**config.mk**
```make
export PLATFORM = sky130hd
export DESIGN_NAME = fcs_host
export DESIGN_NICKNAME = d
export VERILOG_FILES = /design/src/rtl/fcs_pkg.sv /design/src/rtl/fcs_host.sv
export VERILOG_INCLUDE_DIRS = /design/src /design/src/rtl
export SDC_FILE = /design/constraint.sdc
export NUM_CORES = 1
export LEC_CHECK = 0
export ABC_AREA = 1
export CORE_MARGIN = 2
export CORE_UTILIZATION = 25
export CTS_CLUSTER_DIAMETER = 200
export DETAILED_ROUTE_END_ITERATION = 6
export DONT_BUFFER_PORTS = 1
export GPL_ROUTABILITY_DRIVEN = 0
export PLACE_DENSITY = 0.44
export SYNTH_ARGS = -nofsm -noshare
export SYNTH_HDL_FRONTEND = slang
export SYNTH_SLANG_ARGS = --single-unit
```
**constraint.sdc**
```tcl
create_clock -name aclk -period 2.07 [get_ports aclk]
set_input_delay 0.414 -clock aclk [delete_from_list [all_inputs] [get_ports aclk]]
set_output_delay 0.414 -clock aclk [all_outputs]
set_load 0.03 [all_outputs]
```
**src/rtl/fcs_cfg.svh**
```systemverilog
// Offsets, field positions, command codes and timing counts for the flash command host
`ifndef FCS_CFG_SVH
`define FCS_CFG_SVH
// Register offsets (byte addresses, low 8 address bits)
`define FCS_REG_CTRL      8'h00
`define FCS_REG_ADDR      8'h04
`define FCS_REG_DATA      8'h08
`define FCS_REG_STATUS    8'h0c
`define FCS_REG_IDENT     8'h10
`define FCS_REG_IRQ_STAT  8'h14
`define FCS_REG_IRQ_MASK  8'h18
// Control register fields
`define FCS_CTRL_OP_MSB   2
`define FCS_CTRL_ALT      4
// Status register of this block: bit 8 shows an operation under way
`define FCS_STAT_BUSY     8
// Interrupt bits
`define FCS_IRQ_DONE      0
`define FCS_IRQ_FAIL      1
// Device command codes
`define FCS_CMD_READ_ARRAY 8'hff
`define FCS_CMD_IDENT      8'h90
`define FCS_CMD_STATUS     8'h70
`define FCS_CMD_CLEAR      8'h50
`define FCS_CMD_PROG       8'h40
`define FCS_CMD_PROG_ALT   8'h10
`define FCS_CMD_ERASE      8'h20
`define FCS_CMD_CONFIRM    8'hd0
`define FCS_CMD_SUSPEND    8'hb0
// Device status bit positions
`define FCS_SR_READY      7
`define FCS_SR_PAUSED     6
`define FCS_SR_ERASE_FAIL 5
`define FCS_SR_PROG_FAIL  4
`define FCS_SR_SUPPLY_LOW 3
`define FCS_SR_ERR_MASK   8'h38
`define FCS_SR_RSVD_MASK  8'hf8
// Timing: strobe widths and recovery time in ns, rounded up to whole cycles of aclk
`define FCS_CLK_NS        5
`define FCS_T_WE_NS       50
`define FCS_T_RD_NS       120
`define FCS_T_REC_NS      20
`define FCS_WE_CYC  (((`FCS_T_WE_NS) + (`FCS_CLK_NS) - 1) / (`FCS_CLK_NS))
`define FCS_RD_CYC  (((`FCS_T_RD_NS) + (`FCS_CLK_NS) - 1) / (`FCS_CLK_NS))
`define FCS_REC_CYC (((`FCS_T_REC_NS) + (`FCS_CLK_NS) - 1) / (`FCS_CLK_NS))
`endif

```
**src/rtl/fcs_pkg.sv**
```systemverilog
// Types shared by the flash command host
package fcs_pkg;
   typedef enum logic [2:0] {
      OP_READ_ARRAY = 3'h0,
      OP_IDENT      = 3'h1,
      OP_STATUS     = 3'h2,
      OP_CLEAR      = 3'h3,
      OP_PROGRAM    = 3'h4,
      OP_ERASE      = 3'h5,
      OP_SUSPEND    = 3'h6,
      OP_RESUME     = 3'h7
   } fcs_op_e;

   typedef enum logic [3:0] {
      ST_IDLE    = 4'b0001,
      ST_SETUP   = 4'b0010,
      ST_STROBE  = 4'b0100,
      ST_RECOVER = 4'b1000
   } fcs_state_e;

   typedef struct packed {
      logic       rd;       // Read cycle instead of write
      logic       poll;     // Repeat read until device ready
      logic       last;     // Final bus cycle of the operation
      logic       use_data; // Drive program value instead of code
      logic       a0;       // Address bit 0 for identifier reads
      logic [7:0] code;     // Command code on low data byte
   } fcs_step_s;
endpackage

```
**src/rtl/fcs_host.sv**
```systemverilog
// Host controller driving a parallel flash command decoder, with AXI4-Lite registers
//
// The placing of the registers and the AXI4-Lite interface to the registers were left to the implementer.
`timescale 1ns/100ps
`include "fcs_cfg.svh"
module fcs_host #(
   parameter int ADDR_W = 17
) (
   input  wire logic              aclk,
   input  wire logic              aresetn,
   input  wire logic [31:0]       s_axi_awaddr,
   input  wire logic              s_axi_awvalid,
   output logic                   s_axi_awready,
   input  wire logic [31:0]       s_axi_wdata,
   input  wire logic [3:0]        s_axi_wstrb,
   input  wire logic              s_axi_wvalid,
   output logic                   s_axi_wready,
   output logic [1:0]             s_axi_bresp,
   output logic                   s_axi_bvalid,
   input  wire logic              s_axi_bready,
   input  wire logic [31:0]       s_axi_araddr,
   input  wire logic              s_axi_arvalid,
   output logic                   s_axi_arready,
   output logic [31:0]            s_axi_rdata,
   output logic [1:0]             s_axi_rresp,
   output logic                   s_axi_rvalid,
   input  wire logic              s_axi_rready,
   output logic                   irq,
   output logic [ADDR_W-1:0]      f_addr,
   output logic                   f_ce_n,
   output logic                   f_oe_n,
   output logic                   f_we_n,
   output logic [15:0]            f_dq_out,
   output logic                   f_dq_oe_n,
   input  wire logic [15:0]       f_dq_in
);
   localparam logic [7:0] WE_CYC  = 8'(`FCS_WE_CYC);
   localparam logic [7:0] RD_CYC  = 8'(`FCS_RD_CYC);
   localparam logic [7:0] REC_CYC = 8'(`FCS_REC_CYC);

   logic                aw_have;
   logic [7:0]          aw_addr;
   logic                w_have;
   logic [31:0]         w_data;
   logic [3:0]          w_strb;
   logic                wr_fire;
   logic [31:0]         addr_reg;
   logic [31:0]         data_reg;
   logic [1:0]          irq_stat;
   logic [1:0]          irq_mask;
   logic [7:0]          operation_status;
   logic [15:0]         maker_code;
   logic [15:0]         part_code;
   fcs_pkg::fcs_op_e    op;
   logic                alt_setup;
   fcs_pkg::fcs_state_e state;
   logic [1:0]          idx;
   logic [7:0]          cnt;
   fcs_pkg::fcs_step_s  step;
   logic                start;
   logic                step_end;
   logic                op_done;
   logic                op_fail;
   logic [7:0]          rd_status;
   logic [31:0]         next_rdata;
   logic                rd_mapped;

   // Merge write data into a register under the byte strobes
   function automatic logic [31:0] apply_strb(input logic [31:0] old, input logic [31:0] nw,
                                              input logic [3:0] strb);
      logic [31:0] r;
      r = old;
      for (int i = 0; i < 4; i++) begin
         if (strb[i]) begin
            r[i*8 +: 8] = nw[i*8 +: 8];
         end
      end
      return r;
   endfunction

   // Bus cycle list of each operation
   function automatic fcs_pkg::fcs_step_s op_step(input fcs_pkg::fcs_op_e o, input logic [1:0] i,
                                                  input logic alt);
      fcs_pkg::fcs_step_s s;
      s = '0;
      case (o)
         fcs_pkg::OP_READ_ARRAY: begin
            s.code = `FCS_CMD_READ_ARRAY;
            s.last = 1'b1;
         end
         fcs_pkg::OP_IDENT: begin
            s.code = `FCS_CMD_IDENT;
            s.rd   = (i != 2'd0);
            s.a0   = (i == 2'd2);
            s.last = (i == 2'd2);
         end
         fcs_pkg::OP_STATUS: begin
            s.code = `FCS_CMD_STATUS;
            s.rd   = (i != 2'd0);
            s.last = (i != 2'd0);
         end
         fcs_pkg::OP_CLEAR: begin
            s.code = `FCS_CMD_CLEAR;
            s.last = 1'b1;
         end
         fcs_pkg::OP_PROGRAM: begin
            s.code     = alt ? `FCS_CMD_PROG_ALT : `FCS_CMD_PROG;
            s.use_data = (i == 2'd1);
            s.rd       = (i == 2'd2);
            s.poll     = (i == 2'd2);
            s.last     = (i == 2'd2);
         end
         fcs_pkg::OP_ERASE: begin
            s.code = (i == 2'd0) ? `FCS_CMD_ERASE : `FCS_CMD_CONFIRM;
            s.rd   = (i == 2'd2);
            s.poll = (i == 2'd2);
            s.last = (i == 2'd2);
         end
         fcs_pkg::OP_SUSPEND: begin
            s.code = (i == 2'd0) ? `FCS_CMD_SUSPEND : `FCS_CMD_STATUS;
            s.rd   = (i == 2'd2);
            s.poll = (i == 2'd2);
            s.last = (i == 2'd2);
         end
         default: begin
            s.code = `FCS_CMD_CONFIRM;
            s.last = 1'b1;
         end
      endcase
      return s;
   endfunction

   // AXI write channels: address and data taken in either order
   assign s_axi_awready = !aw_have && !s_axi_bvalid;
   assign s_axi_wready  = !w_have && !s_axi_bvalid;
   assign wr_fire       = aw_have && w_have && !s_axi_bvalid;

   always_ff @(posedge aclk) begin
      if (!aresetn) begin
         aw_have <= 1'b0;
         aw_addr <= 8'h00;
      end else if (s_axi_awvalid && s_axi_awready) begin
         aw_have <= 1'b1;
         aw_addr <= s_axi_awaddr[7:0];
      end else if (wr_fire) begin
         aw_have <= 1'b0;
      end
   end

   always_ff @(posedge aclk) begin
      if (!aresetn) begin
         w_have <= 1'b0;
         w_data <= 32'h0000_0000;
         w_strb <= 4'h0;
      end else if (s_axi_wvalid && s_axi_wready) begin
         w_have <= 1'b1;
         w_data <= s_axi_wdata;
         w_strb <= s_axi_wstrb;
      end else if (wr_fire) begin
         w_have <= 1'b0;
      end
   end

   // Write response; unmapped offsets answer SLVERR
   always_ff @(posedge aclk) begin
      if (!aresetn) begin
         s_axi_bvalid <= 1'b0;
         s_axi_bresp  <= 2'b00;
      end else if (wr_fire) begin
         s_axi_bvalid <= 1'b1;
         s_axi_bresp  <= (aw_addr > `FCS_REG_IRQ_MASK || aw_addr[1:0] != 2'b00) ? 2'b10 : 2'b00;
      end else if (s_axi_bready) begin
         s_axi_bvalid <= 1'b0;
      end
   end

   // Software-written registers
   always_ff @(posedge aclk) begin
      if (!aresetn) begin
         addr_reg <= 32'h0000_0000;
         data_reg <= 32'h0000_ffff;
         irq_mask <= 2'h0;
      end else if (wr_fire) begin
         if (aw_addr == `FCS_REG_ADDR) addr_reg <= apply_strb(addr_reg, w_data, w_strb);
         if (aw_addr == `FCS_REG_DATA) data_reg <= apply_strb(data_reg, w_data, w_strb);
         if (aw_addr == `FCS_REG_IRQ_MASK) irq_mask <= 2'(apply_strb({30'h0, irq_mask},
                                                                    w_data, w_strb));
      end
   end

   // Control write starts an operation only when idle
   assign start = wr_fire && aw_addr == `FCS_REG_CTRL && w_strb[0] && state == fcs_pkg::ST_IDLE;

   // AXI read channel
   always_comb begin
      next_rdata = 32'h0000_0000;
      rd_mapped  = 1'b1;
      case (s_axi_araddr[7:0])
         `FCS_REG_CTRL:     next_rdata = {27'h0, alt_setup, 1'b0, op};
         `FCS_REG_ADDR:     next_rdata = addr_reg;
         `FCS_REG_DATA:     next_rdata = data_reg;
         `FCS_REG_STATUS:   next_rdata = {23'h0, state != fcs_pkg::ST_IDLE, operation_status};
         `FCS_REG_IDENT:    next_rdata = {part_code, maker_code};
         `FCS_REG_IRQ_STAT: next_rdata = {30'h0, irq_stat};
         `FCS_REG_IRQ_MASK: next_rdata = {30'h0, irq_mask};
         default:           rd_mapped  = 1'b0;
      endcase
   end

   assign s_axi_arready = !s_axi_rvalid;

   always_ff @(posedge aclk) begin
      if (!aresetn) begin
         s_axi_rvalid <= 1'b0;
         s_axi_rdata  <= 32'h0000_0000;
         s_axi_rresp  <= 2'b00;
      end else if (s_axi_arvalid && s_axi_arready) begin
         s_axi_rvalid <= 1'b1;
         s_axi_rdata  <= next_rdata;
         s_axi_rresp  <= rd_mapped ? 2'b00 : 2'b10;
      end else if (s_axi_rready) begin
         s_axi_rvalid <= 1'b0;
      end
   end

   // Current bus cycle and its end
   assign step      = op_step(op, idx, alt_setup);
   assign step_end  = state == fcs_pkg::ST_RECOVER && cnt == 8'h00;
   assign rd_status = f_dq_in[7:0] & `FCS_SR_RSVD_MASK;

   // Operation sequencer: setup, strobe, recover per bus cycle
   always_ff @(posedge aclk) begin
      if (!aresetn) begin
         state     <= fcs_pkg::ST_IDLE;
         op        <= fcs_pkg::OP_READ_ARRAY;
         alt_setup <= 1'b0;
         idx       <= 2'd0;
         cnt       <= 8'h00;
      end else begin
         case (state)
            fcs_pkg::ST_IDLE: begin
               if (start) begin
                  op        <= fcs_pkg::fcs_op_e'(w_data[`FCS_CTRL_OP_MSB:0]);
                  alt_setup <= w_data[`FCS_CTRL_ALT];
                  idx       <= 2'd0;
                  state     <= fcs_pkg::ST_SETUP;
               end
            end
            fcs_pkg::ST_SETUP: begin
               cnt   <= step.rd ? RD_CYC - 8'h01 : WE_CYC - 8'h01;
               state <= fcs_pkg::ST_STROBE;
            end
            fcs_pkg::ST_STROBE: begin
               if (cnt == 8'h00) begin
                  cnt   <= REC_CYC - 8'h01;
                  state <= fcs_pkg::ST_RECOVER;
               end else begin
                  cnt <= cnt - 8'h01;
               end
            end
            fcs_pkg::ST_RECOVER: begin
               if (cnt != 8'h00) begin
                  cnt <= cnt - 8'h01;
               end else if (step.poll && !operation_status[`FCS_SR_READY]) begin
                  state <= fcs_pkg::ST_SETUP;
               end else if (step.last) begin
                  state <= fcs_pkg::ST_IDLE;
               end else begin
                  idx   <= idx + 2'd1;
                  state <= fcs_pkg::ST_SETUP;
               end
            end
            default: state <= fcs_pkg::ST_IDLE;
         endcase
      end
   end

   // Flash pins; upper byte driven low on command writes, program data writes drive data_reg[15:0]
   // defined upper byte
   always_ff @(posedge aclk) begin
      if (!aresetn) begin
         f_ce_n    <= 1'b1;
         f_oe_n    <= 1'b1;
         f_we_n    <= 1'b1;
         f_dq_oe_n <= 1'b1;
         f_dq_out  <= 16'h0000;
         f_addr    <= '0;
      end else begin
         f_ce_n    <= !(state == fcs_pkg::ST_SETUP || state == fcs_pkg::ST_STROBE) ||
                      (state == fcs_pkg::ST_STROBE && cnt == 8'h00);
         f_oe_n    <= !(state == fcs_pkg::ST_SETUP && step.rd) &&
                      !(state == fcs_pkg::ST_STROBE && step.rd && cnt != 8'h00);
         f_we_n    <= !(state == fcs_pkg::ST_SETUP && !step.rd) &&
                      !(state == fcs_pkg::ST_STROBE && !step.rd && cnt != 8'h00);
         f_dq_oe_n <= step.rd || state == fcs_pkg::ST_IDLE;
         f_dq_out  <= step.use_data ? data_reg[15:0] : {8'h00, step.code};
         f_addr    <= (op == fcs_pkg::OP_IDENT && step.rd) ?
                      {addr_reg[ADDR_W-1:1], step.a0} : addr_reg[ADDR_W-1:0];
      end
   end

   // Read capture at end of the strobe; a fresh strobe per status read
   // sample per toggle
   always_ff @(posedge aclk) begin
      if (!aresetn) begin
         operation_status <= 8'h00;
         maker_code       <= 16'h0000;
         part_code        <= 16'h0000;
      end else if (state == fcs_pkg::ST_STROBE && cnt == 8'h00 && step.rd) begin
         if (op == fcs_pkg::OP_IDENT && !step.a0) maker_code <= f_dq_in;
         else if (op == fcs_pkg::OP_IDENT) part_code <= f_dq_in;
         else operation_status <= rd_status;
      end
   end

   // Completion and failure events; errors judged only when ready
   // accumulated flags reported
   assign op_done = step_end && step.last && !(step.poll && !operation_status[`FCS_SR_READY]);
   assign op_fail = op_done && step.rd && op != fcs_pkg::OP_IDENT &&
                    operation_status[`FCS_SR_READY] &&
                    (operation_status & `FCS_SR_ERR_MASK) != 8'h00;

   // Sticky interrupt status, write one to clear, set wins
   always_ff @(posedge aclk) begin
      if (!aresetn) begin
         irq_stat <= 2'h0;
      end else begin
         irq_stat <= (irq_stat & ~((wr_fire && aw_addr == `FCS_REG_IRQ_STAT) ?
                                   w_data[1:0] & {2{w_strb[0]}} : 2'h0)) | {op_fail, op_done};
      end
   end

   assign irq = |(irq_stat & irq_mask);
endmodule // fcs_host

```
==> impl_metrics.csv <==
group,metric,value,unit
worst_setup_path,cp.required,1.66,ns
drt,dr_total_vias,8630,
synthesis,synth_cells,1330,
worst_setup_path,reg2reg_depth,9,
clock_tree,clkSlewWorstSetupHoldPaths,0.06,ns
synthesis,synth_edf_count,0,
sta,finalHoldViolations,0,
worst_setup_path,worstReg2RegEnd,"maker_code[11]$_SDFFE_PN0P_",
clock_tree,clockBufferDepth,3,
global_route,grt_max_degree,72,
power_and_ir_drop,vdd_drop_max,0.676,mV
placement,preCtsSetupSlack,0.110,ns
worst_setup_path,end_kind,"primary output",
drt,met1_length,16500,um
clock_tree,htree_num_levels,1,
worst_setup_path,max_stage_delay,0.36,ns
sta,finalCritPeriodShare,90.3,%
worst_setup_path,slowest_stage,"dfxtp_1",
placement,dp_hpwl,23000,um
hold_path,whs_path_depth,2,
clock_tree,cts-resized-gates,0,
drt,top_layer,"met4",
worst_setup_path,arrival,1.46,ns
global_route,grt_pass1_wl,52800,um
global_route,grtUsageTotal,16.8,%
clock_tree,cts_tree,"done",
drt,ant_nets,0,
power_and_ir_drop,power_density,942,nW/um^2
sta,setup_viol,0,
sta,tightestPinTransition,0.998,ns
clock_tree,cts_setup_buffers,0,
sta,fmax,535,MHz
cells_and_area,mostFrequentLayoutCells,"266 x nand2_1, 242 x dfxtp_1, 239 x nor2_1",
synthesis,synth_area,9810,um^2
hold_path,min_from,"s_axi_wdata[13]",
cells_and_area,nets,1490,
floorplanning,die_h,202,um
hold_path,holdPathEnd,"w_data[13]$_SDFFE_PN0P_",
power_and_ir_drop,fin_total_pwr,0.0111,W
worst_setup_path,start_kind,"flop",
hold_path,min_path_type,"in2reg",
floorplanning,ioPinCount,202,
synthesis,synth_warnings,0,
drt,dr_wl_met3,1960,um
clock_tree,cts_hold_buf,34,
synthesis,ys_types,40,
drt,vias_per_cell,4.53,
drt,wl_per_cell,18.1,um
sta,rsz0062_at_grt,"no",
global_route,grt_pass1_vias,8494,
synthesis,syn_avg_cell_area,7.38,um^2
floorplanning,dieWidth,202,um
synthesis,synth-seq-cells,242,
power_and_ir_drop,power.leakage,4.79,nW
clock_tree,numCtsBuffers,30,
drt,dr.pass1.iters,4,
worst_setup_path,crit_type,"reg2out",
floorplanning,die-area,40800,um^2
synthesis,synth-seq-area-share,49.4,%
global_route,grt_antenna_before_repair,0,
sta,setup_tns,0,ns
run_status,status,"completed",
sta,final_critical_path_setup_slack,0.201,ns
run,cap_violations,0,
drt,drt_iter0_drc,462,
drt,wl_met2,15400,um
drt,post-route-drc-count,0,
drt,finalWirelength,34500,um
synthesis,ys_async_sr_fraction,0,%
floorplanning,core,38700,um^2
placement,port_buffers,0,
worst_setup_path,path_max_fanout,5,
sta,min_period,1.87,ns
sta,maxSlewHeadroom,33.3,%
floorplanning,start_util,25.3,%
cells_and_area,layout_commonest_cell,"nand2_1",
worst_setup_path,r2r_slack,0.21,ns
clock_tree,insertion_delay,0.59,ns
sta,finalClockSkew,0.0311,ns
clock_tree,cts-root-buf,"clkbuf_16",
cells_and_area,antenna-diode-count,0,
global_route,grt.overflow.total,0,
clock_tree,cts_sinks,242,
worst_setup_path,path_cells,"nor2_1, buf_4",
floorplanning,num_rows,72,
cells_and_area,area_growth,20.0,%
synthesis,synth-main-ff-cell,"dfxtp_1",
sta,maxSlewViolCount,0,
cells_and_area,final_layout_size_suffix_gt1_share,8.87,%
worst_setup_path,r2r_start,"cnt[0]$_SDFFE_PN0P_",
## worst max-delay path by stage
stage                                         start                           end  slack, ns
after global routing            cnt[0]$_SDFFE_PN0P_   maker_code[15]$_SDFFE_PN0P_      0.003
final                     s_axi_bvalid$_SDFFE_PN0P_                 s_axi_awready       0.20
after CTS                 s_axi_bvalid$_SDFFE_PN0P_                  s_axi_wready       0.18
after global placement              s_axi_araddr[1]  s_axi_rdata[31]$_SDFFE_PN0P_       0.13
after detailed placement            s_axi_araddr[1]   s_axi_rdata[5]$_SDFFE_PN0P_       0.11
after floorplan           s_axi_bvalid$_SDFFE_PN0P_        w_strb[0]$_SDFFE_PN0P_       0.22
## cell families (layout without fill, tap and decap cells)
family	count (synthesis)	count (layout)	synth area share, %
flip-flops	242	242	49.4
AND/OR/NAND/NOR	641	641	27.5
XOR/XNOR	4	4	0.357
AO/OA/AOI/OAI	265	265	14.6
adder cells (fa/ha/maj)	5	5	0.638
other	1	2	0.0382
buffers and inverters	172	227	7.45
## routing by layer
metal,vias to the layer above,track usage [%]
li1,4388,-
met1,4001,23.1
met2,198,27.1
met3,43,3.31
met4,0,3.86
met5,-,0
## cell type report
cell class                 count  area, um^2
sequential                   242        4840
timing repair buffer          63         613
fill                        4300       27000
tap                          518         648
inverter                     108         407
clock inverter                12         135
multi-input combinational    917        4240
clock buffer                  44         883
## power breakdown
| part | internal, W | switching [W] |
|---|---|---|
| Sequential | 0.00479 | 0.000120 |
| Combinational | 0.000248 | 0.000563 |
| Clock | 0.00321 | 0.00217 |
## cell usage after synthesis (2+ instances only)
master | instances | area, um^2
nand2_1 | 266 | 998
dfxtp_1 | 242 | 4840
nor2_1 | 240 | 901
o21ai_0 | 128 | 641
inv_1 | 91 | 342
a21oi_1 | 84 | 420
nand3_1 | 67 | 335
clkbuf_1 | 38 | 143
nand4_1 | 23 | 144
o211ai_1 | 23 | 173
nor3_1 | 20 | 100
inv_2 | 15 | 56.3
buf_2 | 13 | 65.1
o21ai_1 | 12 | 60.1
buf_4 | 8 | 60.1
nand2_2 | 8 | 50.1
a211oi_1 | 7 | 52.6
nor2_2 | 6 | 37.5
ha_1 | 5 | 62.6
nor2_4 | 5 | 56.3
nand2_4 | 3 | 33.8
o21a_1 | 3 | 22.5
xor2_1 | 3 | 26.3
buf_6 | 2 | 22.5
buf_8 | 2 | 30.0
nand3_4 | 2 | 35.0
## critical path: cells and delay by family, from the launching register on
kind	cells	cell delay, ns
buffers and inverters	1	0.23
flip-flops	1	0.36
AND/OR/NAND/NOR	1	0.31
## stage by stage
step	hold slack [ns]	util [%]	std cells	instance area (um^2)
after global routing	0.0245	30.4	1904	11800
final	0.0229	30.4	1904	11800
after detailed placement	0.440	26.8	1814	10400
after floorplan	0.417	-	1331	9820
after global placement	0.441	26.8	1814	10400
after CTS	0.000218	30.4	1904	11800
Note: power is estimated with default switching activity, not from simulation.
